### config.mk
export PLATFORM = sky130hd
export DESIGN_NAME = sclirq_top
export DESIGN_NICKNAME = d
export VERILOG_FILES = /design/src/sclirq_pkg.sv /design/src/sclirq_clkgen.sv /design/src/sclirq_top.sv
export SDC_FILE = /design/constraint.sdc
export NUM_CORES = 1
export LEC_CHECK = 0
export ABC_AREA = 1
export BUFFER_PORTS_ARGS = -buffer_cell sky130_fd_sc_hd__buf_2
export CAP_MARGIN = 20
export CORE_ASPECT_RATIO = 0.7
export CORE_MARGIN = 2
export CORE_UTILIZATION = 50
export DETAILED_ROUTE_END_ITERATION = 6
export PLACE_DENSITY_LB_ADDON = 0.2
export RECOVER_POWER = 25
export REMOVE_ABC_BUFFERS = 1
export SYNTH_ARGS = -nofsm -noshare
export SYNTH_HDL_FRONTEND = slang
export SYNTH_SLANG_ARGS = --single-unit
### constraint.sdc
create_clock -name core_clk -period 3.6 [get_ports core_clk]
set_input_delay 0.36 -clock core_clk [delete_from_list [all_inputs] [get_ports core_clk]]
set_output_delay 0.36 -clock core_clk [all_outputs]
set_load 0.05 [all_outputs]
### src/sclirq_pkg.sv
// shared constants and bus carriers for the serial clock timer slice
package sclirq_pkg;

    // bus geometry
    localparam int ADDR_W = 8;                       // byte address width
    localparam int DATA_W = 32;                      // bus data width

    // register byte offsets
    localparam logic [ADDR_W-1:0] OFS_DIVIDER  = 8'h0c;  // divider_value
    localparam logic [ADDR_W-1:0] OFS_MASK     = 8'h10;  // mask_enable_bit
    localparam logic [ADDR_W-1:0] OFS_RAW      = 8'h14;  // raw_pending_bit
    localparam logic [ADDR_W-1:0] OFS_MASKED   = 8'h18;  // masked_pending_bit
    localparam logic [ADDR_W-1:0] OFS_CLEAR    = 8'h1c;  // master_irq_clear

    // field layout and reset values
    localparam int DIV_MSB   = 7;                    // divider field 7:0
    localparam int PEND_BIT  = 0;                    // single-bit fields at 0
    localparam logic [7:0] DIV_RESET  = 8'h01;       // divider after reset
    localparam logic       MASK_RESET = 1'b0;        // mask after reset

    // serial clock shape in units
    localparam int LOW_UNITS   = 6;                  // serial_clock_low_units
    localparam int HIGH_UNITS  = 4;                  // serial_clock_high_units
    localparam int TOTAL_UNITS = LOW_UNITS + HIGH_UNITS;
    localparam int UNIT_W      = 4;                  // unit counter width
    localparam int PRE_W       = 9;                  // last count 2*(1+255)-1

    // bus response codes
    localparam logic [1:0] RESP_OKAY   = 2'h0;
    localparam logic [1:0] RESP_SLVERR = 2'h2;

    // requests from the bus master
    typedef struct packed {
        logic [ADDR_W-1:0]   awaddr;
        logic                awvalid;
        logic [DATA_W-1:0]   wdata;
        logic [DATA_W/8-1:0] wstrb;
        logic                wvalid;
        logic                bready;
        logic [ADDR_W-1:0]   araddr;
        logic                arvalid;
        logic                rready;
    } sclirq_axi_req_s;

    // answers to the bus master
    typedef struct packed {
        logic                awready;
        logic                wready;
        logic                bvalid;
        logic [1:0]          bresp;
        logic                arready;
        logic                rvalid;
        logic [DATA_W-1:0]   rdata;
        logic [1:0]          rresp;
    } sclirq_axi_rsp_s;

endpackage : sclirq_pkg

### src/sclirq_clkgen.sv
`timescale 1ns/100ps
`default_nettype none
// serial clock generator: low for 6 units, high for 4 units,
// each unit being 2*(1+divider) core clocks
module sclirq_clkgen (
    input  wire logic       core_clk,    // system clock
    input  wire logic       reset,       // synchronous, active high
    input  wire logic [7:0] divValue,    // divider_value field
    output logic            sclOut,      // serial clock level
    output logic            sclTick      // one pulse per serial clock period
);

    logic [sclirq_pkg::PRE_W-1:0]  preCnt_r;    // core clocks within a unit
    logic [sclirq_pkg::UNIT_W-1:0] unitCnt_r;   // unit index in the period
    logic [sclirq_pkg::PRE_W-1:0]  preLast;     // last count of a unit
    logic                          unitEnd;     // final core clock of a unit

    // unit length is 2*(1+divider) core clocks
    assign preLast = sclirq_pkg::PRE_W'({1'b0, divValue} + 9'h001) * 9'h002
                     - 9'h001;
    assign unitEnd = (preCnt_r >= preLast);

    // prescaler; a new divider takes hold at once, in the unit in progress
    always_ff @(posedge core_clk) begin
        if (reset) begin
            preCnt_r <= '0;
        end else if (unitEnd) begin
            preCnt_r <= '0;
        end else begin
            preCnt_r <= preCnt_r + 9'h001;
        end
    end

    always_ff @(posedge core_clk) begin
        if (reset) begin
            unitCnt_r <= '0;
        end else if (unitEnd) begin
            if (unitCnt_r == sclirq_pkg::UNIT_W'(sclirq_pkg::TOTAL_UNITS - 1))
            begin
                unitCnt_r <= '0;
            end else begin
                unitCnt_r <= unitCnt_r + 4'h1;
            end
        end
    end

    // low six units, then high four
    always_ff @(posedge core_clk) begin
        if (reset) begin
            sclOut  <= 1'b0;
            sclTick <= 1'b0;
        end else begin
            sclOut  <= (unitCnt_r >=
                        sclirq_pkg::UNIT_W'(sclirq_pkg::LOW_UNITS));
            sclTick <= unitEnd && (unitCnt_r ==
                        sclirq_pkg::UNIT_W'(sclirq_pkg::TOTAL_UNITS - 1));
        end
    end

endmodule : sclirq_clkgen
`default_nettype wire

### src/sclirq_top.sv
`timescale 1ns/100ps
`default_nettype none
// What this block does
// - serial clock period from divider, 6 low/4 high
// - 8-bit divider at 0x00c, resets to one
// - mask bit 0 at 0x010, resets zero
// - mask gates raw interrupt onto interrupt line
// - raw status at 0x014 ignores mask
// - masked status at 0x018 is raw and mask
// - writing one to clear register bit 0 clears raw status
module sclirq_top (
    input  wire logic                        core_clk,       // system clock
    input  wire logic                        reset,          // sync, high
    input  wire sclirq_pkg::sclirq_axi_req_s axiReq,         // bus requests
    output sclirq_pkg::sclirq_axi_rsp_s      axiRsp,         // bus answers
    input  wire logic                        masterIrqEvent, // raw event pulse
    output logic                             irqOut,         // to controller
    output logic                             sclOut,         // serial clock
    output logic                             sclTick         // period strobe
);

    // register state
    logic [7:0]  divValue_r;        // divider_value
    logic        maskEnable_r;      // mask_enable_bit
    logic        rawPending_r;      // raw_pending_bit
    logic        maskedPending;     // masked_pending_bit

    // write channel state
    logic                          awHeld_r;   // address captured
    logic                          wHeld_r;    // data captured
    logic [sclirq_pkg::ADDR_W-1:0] awAddr_r;   // captured address
    logic [31:0]                   wData_r;    // captured data
    logic [3:0]                    wStrb_r;    // captured strobes
    logic                          doWrite;    // both halves held, no answer
    logic                          wrHit;      // address is mapped

    // read side
    logic [31:0] rdData;            // decoded read data
    logic        rdHit;             // read address is mapped

    assign maskedPending = rawPending_r & maskEnable_r;
    assign doWrite       = awHeld_r && wHeld_r && !axiRsp.bvalid;

    // write address decode
    always_comb begin
        unique case (awAddr_r)
            sclirq_pkg::OFS_DIVIDER,
            sclirq_pkg::OFS_MASK,
            sclirq_pkg::OFS_RAW,
            sclirq_pkg::OFS_MASKED,
            sclirq_pkg::OFS_CLEAR:   wrHit = 1'b1;
            default:                 wrHit = 1'b0;
        endcase
    end

    // address channel: take once, hold until the answer is accepted
    always_ff @(posedge core_clk) begin
        if (reset) begin
            awHeld_r       <= 1'b0;
            awAddr_r       <= '0;
            axiRsp.awready <= 1'b1;
        end else if (axiReq.awvalid && axiRsp.awready) begin
            awHeld_r       <= 1'b1;
            awAddr_r       <= axiReq.awaddr;
            axiRsp.awready <= 1'b0;
        end else if (axiRsp.bvalid && axiReq.bready) begin
            awHeld_r       <= 1'b0;
            axiRsp.awready <= 1'b1;
        end
    end

    // data channel: independent of the address channel
    always_ff @(posedge core_clk) begin
        if (reset) begin
            wHeld_r       <= 1'b0;
            wData_r       <= '0;
            wStrb_r       <= '0;
            axiRsp.wready <= 1'b1;
        end else if (axiReq.wvalid && axiRsp.wready) begin
            wHeld_r       <= 1'b1;
            wData_r       <= axiReq.wdata;
            wStrb_r       <= axiReq.wstrb;
            axiRsp.wready <= 1'b0;
        end else if (axiRsp.bvalid && axiReq.bready) begin
            wHeld_r       <= 1'b0;
            axiRsp.wready <= 1'b1;
        end
    end

    // write response, error on an unmapped address
    always_ff @(posedge core_clk) begin
        if (reset) begin
            axiRsp.bvalid <= 1'b0;
            axiRsp.bresp  <= sclirq_pkg::RESP_OKAY;
        end else if (doWrite) begin
            axiRsp.bvalid <= 1'b1;
            axiRsp.bresp  <= wrHit ? sclirq_pkg::RESP_OKAY
                                   : sclirq_pkg::RESP_SLVERR;
        end else if (axiReq.bready) begin
            axiRsp.bvalid <= 1'b0;
        end
    end

    always_ff @(posedge core_clk) begin
        if (reset) begin
            divValue_r <= sclirq_pkg::DIV_RESET;
        end else if (doWrite && wStrb_r[0] &&
                     awAddr_r == sclirq_pkg::OFS_DIVIDER) begin
            divValue_r <= wData_r[sclirq_pkg::DIV_MSB:0];
        end
    end

    // mask bit, upper bits not stored
    always_ff @(posedge core_clk) begin
        if (reset) begin
            maskEnable_r <= sclirq_pkg::MASK_RESET;
        end else if (doWrite && wStrb_r[0] &&
                     awAddr_r == sclirq_pkg::OFS_MASK) begin
            maskEnable_r <= wData_r[sclirq_pkg::PEND_BIT];
        end
    end

    // clear by writing one; a new event wins over the clear
    always_ff @(posedge core_clk) begin
        if (reset) begin
            rawPending_r <= 1'b0;
        end else if (masterIrqEvent) begin
            rawPending_r <= 1'b1;
        end else if (doWrite && wStrb_r[0] &&
                     awAddr_r == sclirq_pkg::OFS_CLEAR &&
                     wData_r[sclirq_pkg::PEND_BIT]) begin
            rawPending_r <= 1'b0;
        end
    end

    // forward only while the mask bit is set
    always_ff @(posedge core_clk) begin
        if (reset) begin
            irqOut <= 1'b0;
        end else begin
            irqOut <= maskedPending;
        end
    end

    // read decode; clear register is write-only and reads zero
    always_comb begin
        rdData = '0;
        rdHit  = 1'b1;
        unique case (axiReq.araddr)
            sclirq_pkg::OFS_DIVIDER: begin
                rdData[sclirq_pkg::DIV_MSB:0] = divValue_r;
            end
            sclirq_pkg::OFS_MASK: begin
                rdData[sclirq_pkg::PEND_BIT] = maskEnable_r;
            end
            sclirq_pkg::OFS_RAW: begin
                rdData[sclirq_pkg::PEND_BIT] = rawPending_r;
            end
            sclirq_pkg::OFS_MASKED: begin
                rdData[sclirq_pkg::PEND_BIT] = maskedPending;
            end
            sclirq_pkg::OFS_CLEAR: begin
                rdData = '0;
            end
            default: begin
                rdHit = 1'b0;
            end
        endcase
    end

    // read channel: one read at a time, answer the next edge
    always_ff @(posedge core_clk) begin
        if (reset) begin
            axiRsp.arready <= 1'b1;
            axiRsp.rvalid  <= 1'b0;
            axiRsp.rdata   <= '0;
            axiRsp.rresp   <= sclirq_pkg::RESP_OKAY;
        end else if (axiReq.arvalid && axiRsp.arready) begin
            axiRsp.arready <= 1'b0;
            axiRsp.rvalid  <= 1'b1;
            axiRsp.rdata   <= rdData;
            axiRsp.rresp   <= rdHit ? sclirq_pkg::RESP_OKAY
                                    : sclirq_pkg::RESP_SLVERR;
        end else if (axiRsp.rvalid && axiReq.rready) begin
            axiRsp.arready <= 1'b1;
            axiRsp.rvalid  <= 1'b0;
        end
    end

    // serial clock timing from the divider
    sclirq_clkgen u_clkgen (
        .core_clk (core_clk),
        .reset    (reset),
        .divValue (divValue_r),
        .sclOut   (sclOut),
        .sclTick  (sclTick)
    );

endmodule : sclirq_top
`default_nettype wire
==> results of run 1 <==
==> sequential cells by signal (all words and copies together) (netlist names), 4 cells and up <==
signal / count
awAddr_r: 8
axiRsp: 15
divValue_r: 8
u_clkgen.preCnt_r: 9
u_clkgen.unitCnt_r: 4
wData_r: 8
==> Yosys cell counts (all sizes together) <==
master	number	area share (%)
nand2	70	9.3
dfxtp	60	39
nor2	58	7.8
a21oi	42	6.9
inv	42	5.2
o21ai	42	6.9
buf	28	6.7
nand3	20	3.6
xor2	12	4.5
ha	10	4.1
clkbuf	9	1.1
nor3	6	1.1
nand3b	3	0.74
nand4	3	0.61
or2	2	0.41
xnor2	2	0.57
a21o	1	0.25
and3	1	0.20
clkinv	1	0.12
conb	1	0.12
nor4	1	0.20
o211ai	1	0.25
==> worst paths after layout <==
check | from | endpoint | slack, ns | cells past startpoint
worst min-delay path | axiReq[17] | wData_r[1]$_SDFFE_PP0P_ | 0.25 | 3
worst min register to register | wStrb_r[0]$_SDFFE_PP0P_ | wStrb_r[0]$_SDFFE_PP0P_ | 0.46 | 2
worst max-delay path | divValue_r[0]$_SDFFE_PP1P_ | u_clkgen.preCnt_r[2]$_SDFF_PP0_ | 0.64 | 15
worst max register to register | divValue_r[0]$_SDFFE_PP1P_ | u_clkgen.preCnt_r[2]$_SDFF_PP0_ | 0.64 | 15
==> layout make-up <==
| type | instances | share of cell area, % |
|---|---|---|
| clock inverters | 5 | 0.804 |
| inverters | 43 | 4.71 |
| well taps | 75 | 2.74 |
| multi-input cells | 300 | 45.2 |
| flip-flops and latches | 60 | 35.1 |
| repair buffers | 50 | 7.27 |
| clock buffers | 11 | 4.13 |
==> cells by family (layout without fill, tap and decap cells) <==
family	after synthesis	in the layout	share of synthesized area, %
AOI/OAI and AO/OA	86	86	14.2
xor gates and xnor gates	14	14	5.12
adders and majority gates	10	10	4.09
buffers and inverters	80	109	13.1
DFF	60	60	39.3
other	1	26	0.123
and+or+nand+nor	164	164	24.0
==> power breakdown <==
part	switching [mW]	leakage, nW	internal (mW)
logic	0.196	0.998	0.0642
registers	0.0333	0.492	0.708
clock network	0.264	0.0889	0.263
total	0.493	1.58	1.04
==> stage by stage <==
step	power [mW]	area (um2)
global placement	1.01	3260
floorplan	0.952	2910
detailed placement	1.02	3260
finish	1.53	3420
CTS	1.55	3420
global route	1.61	3420
==> metal layers <==
layer | vias to the layer above | share of wire (%)
met3 | 6 | 6.9
li1 | 1385 | -
met4 | 0 | 0.89
met1 | 1122 | 52
met5 | - | 0
met2 | 75 | 40
==> worst max-delay path: cells and delay by family, from the launching register on <==
| kind | cells | cell delay (ns) |
|---|---|---|
| flip-flops | 1 | 0.47 |
| AND/OR/NAND/NOR | 11 | 1.47 |
| buffers and inverters | 1 | 0.18 |
| AO/OA/AOI/OAI | 1 | 0.18 |
| adder cells (fa/ha/maj) | 2 | 0.58 |
==> qor.yml, run 1 <==
place_ws_ns: 0.625
crit_type: "reg2reg"
die_x_um: 97.5
start_util_pct: 52.6
cts_setup_buffers: 0
final_cell_mix: "nand2_1, dfxtp_1, nor2_1"
grt_util_all_layers_pct: 18.9
drc_errors: 0
syn_to_final_growth_pct: 12.0
yosys_warnings: 0
final_common_cell: "nand2_1"
final_util_pct: 58.9
end_kind: "flip-flop"
synth_cells: 415
overflow: 0
clkLatencyLatePin_ns: 0.35
cts-buffers-inserted: 9
ctsLongestPathBuffers: 2
antenna_found_initial: 0
io_buffers: 50
drive_above_1_share_pct: 19.0
grt_pass1_wl_um: 10300
setup_ws_ns: 0.643
synth-seq-area-share_pct: 39.3
wirelength_um: 5990
hold_slack_ns: 0.252
ctsHoldBuffers: 0
clkTransAtPathRegs_ns: 0.07
drv_slew: 0
syn_area_um2: 3060
fmaxAchievable_mhz: 338
multi_input_area_um2: 1550
dpl.hpwl_um: 4510
cts_tree: "built"
drt_pass1_iterations: 4
hold_violations: 0
skew_ns: 0.00596
place_congestion: 0.775
seq_area_um2: 1200
diodes: 0
htreeDepth: 3
ir_drop_mv: 0.276
die_h_um: 69.4
worstHoldPathType: "in2reg"
cap_violations: 0
core_um2: 5810
outcome: "finished, final reports clean"
start_kind: "flip-flop"
max_slew_margin_pct: 32.3
busiest_layer: "met2"
setup_viol: 0
via_per_inst: 4.76
wl_per_cell_um: 11.0
use_met3_pct: 6.65
dieArea_um2: 6760
synth_seq_cells: 60
worst_ep_arrival_time_ns: 3.22
cts_root_buf: "clkbuf_8"
grt_pass1_vias: 2311
grt_util_met1_pct: 26.4
grtUsageMet2_pct: 26.7
grt_start_max_net_pins: 40
drtIter0Drc: 97
fin_tns_setup_ns: 0
p_leak_nw: 1.58
crit_path_max_fanout: 9
cp_slowest_stage_delay_ns: 0.47
min_period_over_period_pct: 82.1
io_pins: 104
power.density_nw_per_um2: 446
dpl.cell_count: 528
fillers: 573
rsz0062_at_grt: "no"
tightestPinTransition_ns: 1.01
cts.sink_count: 60
layout_min_cycle_time_ns: 2.96
nets: 534
drtAntennaViolNets: 0
cts-resized-gates: 0
stdcell_count: 544
ys_types: 34
crit_path_top_delay_cell: "dfxtp_1"
cp.required_ns: 3.87
synth.avg_cell_area_um2: 7.37
worstPathCellList: "ha_1, or2_0, nor2_2, nand2_2, nor2_4, nand3_1, nand2_1, nand2_1, ha_1, a21o_1, nor2_1, nand3_1, inv_2, nand2_2, nor3_1"
num_vias: 2588
rows: 23
No activity file was read; power rests on OpenSTA's default activity.
==> inputs of run 2 (changes only) <==
--- a/config.mk
+++ b/config.mk
@@ -5,7 +5,7 @@
 export SDC_FILE = /design/constraint.sdc
 export NUM_CORES = 1
 export LEC_CHECK = 0
-export ABC_AREA = 1
+export ABC_AREA = 0
 export BUFFER_PORTS_ARGS = -buffer_cell sky130_fd_sc_hd__buf_2
 export CAP_MARGIN = 20
 export CORE_ASPECT_RATIO = 0.7
==> constraint.sdc (replaced) <==
create_clock -name core_clk -period 2.9 [get_ports core_clk]
set_input_delay 0.29 -clock core_clk [delete_from_list [all_inputs] [get_ports core_clk]]
set_output_delay 0.29 -clock core_clk [all_outputs]
set_load 0.05 [all_outputs]
==> run 2 against run 1 <==
Wire length increased by 3.5%. Area after synthesis shrank 2.0%. First-iteration DRC count grew 14%. Worst setup slack got worse by 0.51 ns. Clock skew up 0.0024 ns. Sequential share of layout area down 0.97 points. Critical endpoint is now u_clkgen.preCnt_r[8]$_SDFF_PP0_. Highest routed layer unchanged.
==> qor.yml, run 2 <==
p_comb_share_pct: 15.1  # was 17.0%
ir_drop_mv: 0.271  # was 0.276 mV
largest-register: "axiRsp"  # unchanged
r2r_cells: 10  # was 15
hold_violations: 0  # unchanged
synth_cells: 358  # was 415
start_util_pct: 52.0  # was 52.6%
hold_start: "masterIrqEvent"  # was axiReq[17]
layout_min_cycle_time_ns: 2.77  # was 2.96 ns
synth_seq_cells: 60  # unchanged
grt_util_all_layers_pct: 19.0  # was 18.9%
syn_area_um2: 3000  # was 3060 um2
io_buffers: 50  # unchanged
overflow: 0  # unchanged
num_vias: 2527  # was 2588
ctsHoldBuffers: 0  # unchanged
cts-buffers-inserted: 9  # unchanged
placed_area_um2: 3240  # was 3260 um2
synth.avg_cell_area_um2: 8.37  # was 7.37 um2
via_per_inst: 5.14  # was 4.76
synth-seq-area-share_pct: 40.1  # was 39.3%
crit_path_max_fanout: 5  # was 9
crit_type: "reg2reg"  # unchanged
synth_top_area_cell: "dfxtp_1"  # unchanged
clkLatencyLatePin_ns: 0.35  # about the same
end_kind: "flip-flop"  # unchanged
reg2reg_to: "u_clkgen.preCnt_r[8]$_SDFF_PP0_"  # was u_clkgen.preCnt_r[2]$_SDFF_PP0_
fmaxAchievable_mhz: 361  # was 338 MHz
worstHoldPathType: "in2reg"  # unchanged
seqPwrFrac_pct: 46.4  # was 48.5%
postSynth.asyncResetShare_pct: 0  # unchanged
dieArea_um2: 6640  # was 6760 um2
nets: 482  # was 534
grt_pass1_vias: 2155  # was 2311
grt_start_max_net_pins: 41  # was 40
min_period_over_period_pct: 95.4  # was 82.1%
skew_ns: 0.00840  # was 0.00596 ns
synthFlopType: "dfxtp_1"  # unchanged
clkPwrFrac_pct: 38.6  # was 34.5%
synth_edf_count: 0  # unchanged
wirelength_um: 6190  # was 5990 um
clkTransAtPathRegs_ns: 0.07  # about the same
drive_above_1_share_pct: 23.5  # was 19.0%
htreeDepth: 3  # unchanged
outcome: "finished, final reports clean"  # unchanged
yosys-top-cells-count: "dfxtp_1, nand2_1, a21oi_1"  # was nand2_1, dfxtp_1, nor2_1
drtIter0Drc: 111  # was 97
post-route-cell-area_um2: 3520  # was 3420 um2
final_common_cell: "dfxtp_1"  # was nand2_1
drc_errors: 0  # unchanged
worstPathCellList: "ha_1, or3b_2, a21oi_2, o21ai_1, xor2_1, ha_1, o21a_1, or2_4, a311o_2, nor2_2"  # was ha_1, or2_0, nor2_2, nand2_2, nor2_4, nand3_1, nand2_1, nand2_1, ha_1, a21o_1, nor2_1, nand3_1, inv_2, nand2_2, nor3_1
worst_ep_arrival_time_ns: 3.05  # was 3.22 ns
core_um2: 5760  # was 5810 um2
worst_path_most_repeated_cell: "ha_1"
final_cell_mix: "dfxtp_1, nand2_1, buf_2"  # was nand2_1, dfxtp_1, nor2_1
cts_tree: "built"  # unchanged
rows: 23  # unchanged
antenna_found_initial: 0  # unchanged
place_congestion: 0.864  # was 0.775
power.density_nw_per_um2: 554  # was 446 nW/um2
setup_viol: 0  # unchanged
wl_per_cell_um: 12.6  # was 11.0 um
p_sw_share_pct: 29.9  # was 32.3%
r2r_slack_ns: 0.13  # was 0.64 ns
cp_slowest_stage_delay_ns: 0.45  # was 0.47 ns
whs_path_depth: 3  # unchanged
tightestPinTransition_ns: 0.738  # was 1.01 ns
final_util_pct: 61.2  # was 58.9%
cts_root_buf: "clkbuf_8"  # unchanged
synth.top_cell.area_share_pct: 40.1  # was 39.3%
yosysMostFrequentCell: "dfxtp_1"  # was nand2_1
drt_pass1_iterations: 4  # unchanged
drv_slew: 0  # unchanged
p_int_mw: 1.37  # was 1.04 mW
start_kind: "flip-flop"  # unchanged
dpl.hpwl_um: 4410  # was 4510 um
ys_top_cells_by_area: "dfxtp_1, buf_4, nand2_1, a21oi_1, nor2_1"  # was dfxtp_1, nand2_1, a21oi_1, nor2_1, buf_4
io_pins: 104  # unchanged
diodes: 0  # unchanged
switchingPower_mw: 0.583  # was 0.493 mW
holdPathEnd: "rawPending_r$_SDFFE_PP0P_"  # was wData_r[1]$_SDFFE_PP0P_
die_h_um: 68.8  # was 69.4 um
ys_types: 55  # was 34
grt_pass1_wl_um: 9570  # was 10300 um
drtAntennaViolNets: 0  # unchanged
die_x_um: 96.5  # was 97.5 um
p_leak_nw: 1.47  # was 1.58 nW
rr_startpoint: "divValue_r[0]$_SDFFE_PP1P_"  # unchanged
max_slew_margin_pct: 50.8  # was 32.3%
ctsLongestPathBuffers: 2  # unchanged
cap_violations: 0  # unchanged
cp.required_ns: 3.18  # was 3.87 ns
yosys_warnings: 0  # unchanged
largest_reg_flops: 15  # unchanged
cts.sink_count: 60  # unchanged
syn_to_final_growth_pct: 17.5  # was 12.0%
crit_path_top_delay_cell: "or3b_2"  # was dfxtp_1
reg.largest.list: "axiRsp x15, u_clkgen.preCnt_r x9"  # unchanged
-- run 2: changes by cell type after synthesis, sizes merged, moves of 7 or more --
cell	change
nand2	-19
inv	-31
xnor2	+7
mux2i	+9
nand3	-11
xor2	-8
nand2b	+9
nor2	-23
a22oi	+7
o21ai	-38
-- run 2: final cells by class --
| type | instances | area (um2) |
|---|---|---|
| fillers | 529 | 2230 |
| multi-input cells | 271 | 1670 |
| flip-flops and latches | 60 | 1200 |
| repair buffers | 59 | 314 |
| clock buffers | 10 | 138 |
| well taps | 75 | 93.8 |
| clock inverters | 6 | 63.8 |
| inverters | 11 | 41.3 |
-- run 2: how the worst max path moves through the flow --
stage / startpoint / endpoint / slack, ns / cells past startpoint
after floorplan: divValue_r[1]$_SDFFE_PP0P_ / u_clkgen.preCnt_r[2]$_SDFF_PP0_ / 0.12 / 10
after global placement: divValue_r[0]$_SDFFE_PP1P_ / u_clkgen.preCnt_r[7]$_SDFF_PP0_ / 0.08 / 10
after detailed placement: divValue_r[0]$_SDFFE_PP1P_ / u_clkgen.preCnt_r[6]$_SDFF_PP0_ / -0.08 / 10
after CTS: divValue_r[0]$_SDFFE_PP1P_ / u_clkgen.preCnt_r[8]$_SDFF_PP0_ / 0.02 / 10
after global routing: divValue_r[0]$_SDFFE_PP1P_ / u_clkgen.preCnt_r[2]$_SDFF_PP0_ / -0.002 / 11
final: divValue_r[0]$_SDFFE_PP1P_ / u_clkgen.preCnt_r[8]$_SDFF_PP0_ / 0.13 / 10
-- run 2: layer usage --
| metal | global-route usage (%) | part of all wire [%] | up-vias |
|---|---|---|---|
| met5 | 0 | 0 | - |
| met2 | 29.0 | 42 | 75 |
| met1 | 24.7 | 50 | 1146 |
| met3 | 7.28 | 6.6 | 12 |
| met4 | 6.51 | 1.7 | 0 |
| li1 | - | - | 1294 |
-- run 2: stage by stage --
step / instances / setup slack [ns] / power [mW] / TNS, ns / hold slack [ns]
4_1_cts: 490 / 0.0244 / 1.94 / 0 / 0.160
6_report: 492 / 0.133 / 1.95 / 0 / 0.170
5_1_grt: 492 / -0.00191 / 2.04 / -0.00191 / 0.163
3_5_place_dp: 474 / -0.0785 / 1.19 / -0.786 / 0.445
3_3_place_gp: 474 / 0.0755 / 1.18 / 0 / 0.441
2_1_floorplan: 341 / 0.120 / 1.11 / 0 / 0.359
-- run 2: what timing repair did --
action                                  CTS  global route
pin swaps                                 0             6
setup buffers                             0             1
gates resized for setup                   1            19
cloned                                    0             1
endpoints found under the setup margin   13            13
-- run 2: worst max-delay path: cells and delay by family (launching register included) --
family                   cells  cell delay, ns
AO/OA/AOI/OAI                4            0.80
XOR/XNOR                     1            0.15
adder cells (fa/ha/maj)      2            0.61
flip-flops                   1            0.31
AND/OR/NAND/NOR              3            0.82
-- run 2: logic make-up (layout without fill, tap and decap cells) --
logic type	after synthesis	in the layout	synth area share, %
AND/OR/NAND/NOR	138	138	22.7
AO/OA/AOI/OAI	74	75	16.0
flip-flops	60	60	40.1
buffers and inverters	53	86	10.0
XOR/XNOR	13	13	3.80
adder cells (fa/ha/maj)	10	10	4.18
multiplexers	9	9	3.01
other	1	26	0.125
-- run 2: power groups by stage --
stage	clock network [mW]	logic (mW)	registers (mW)
final	0.752	0.294	0.903
after global routing	0.805	0.323	0.909
after CTS	0.767	0.270	0.902
after detailed placement	0	0.269	0.921
after global placement	0	0.263	0.919
after floorplan	0	0.177	0.935
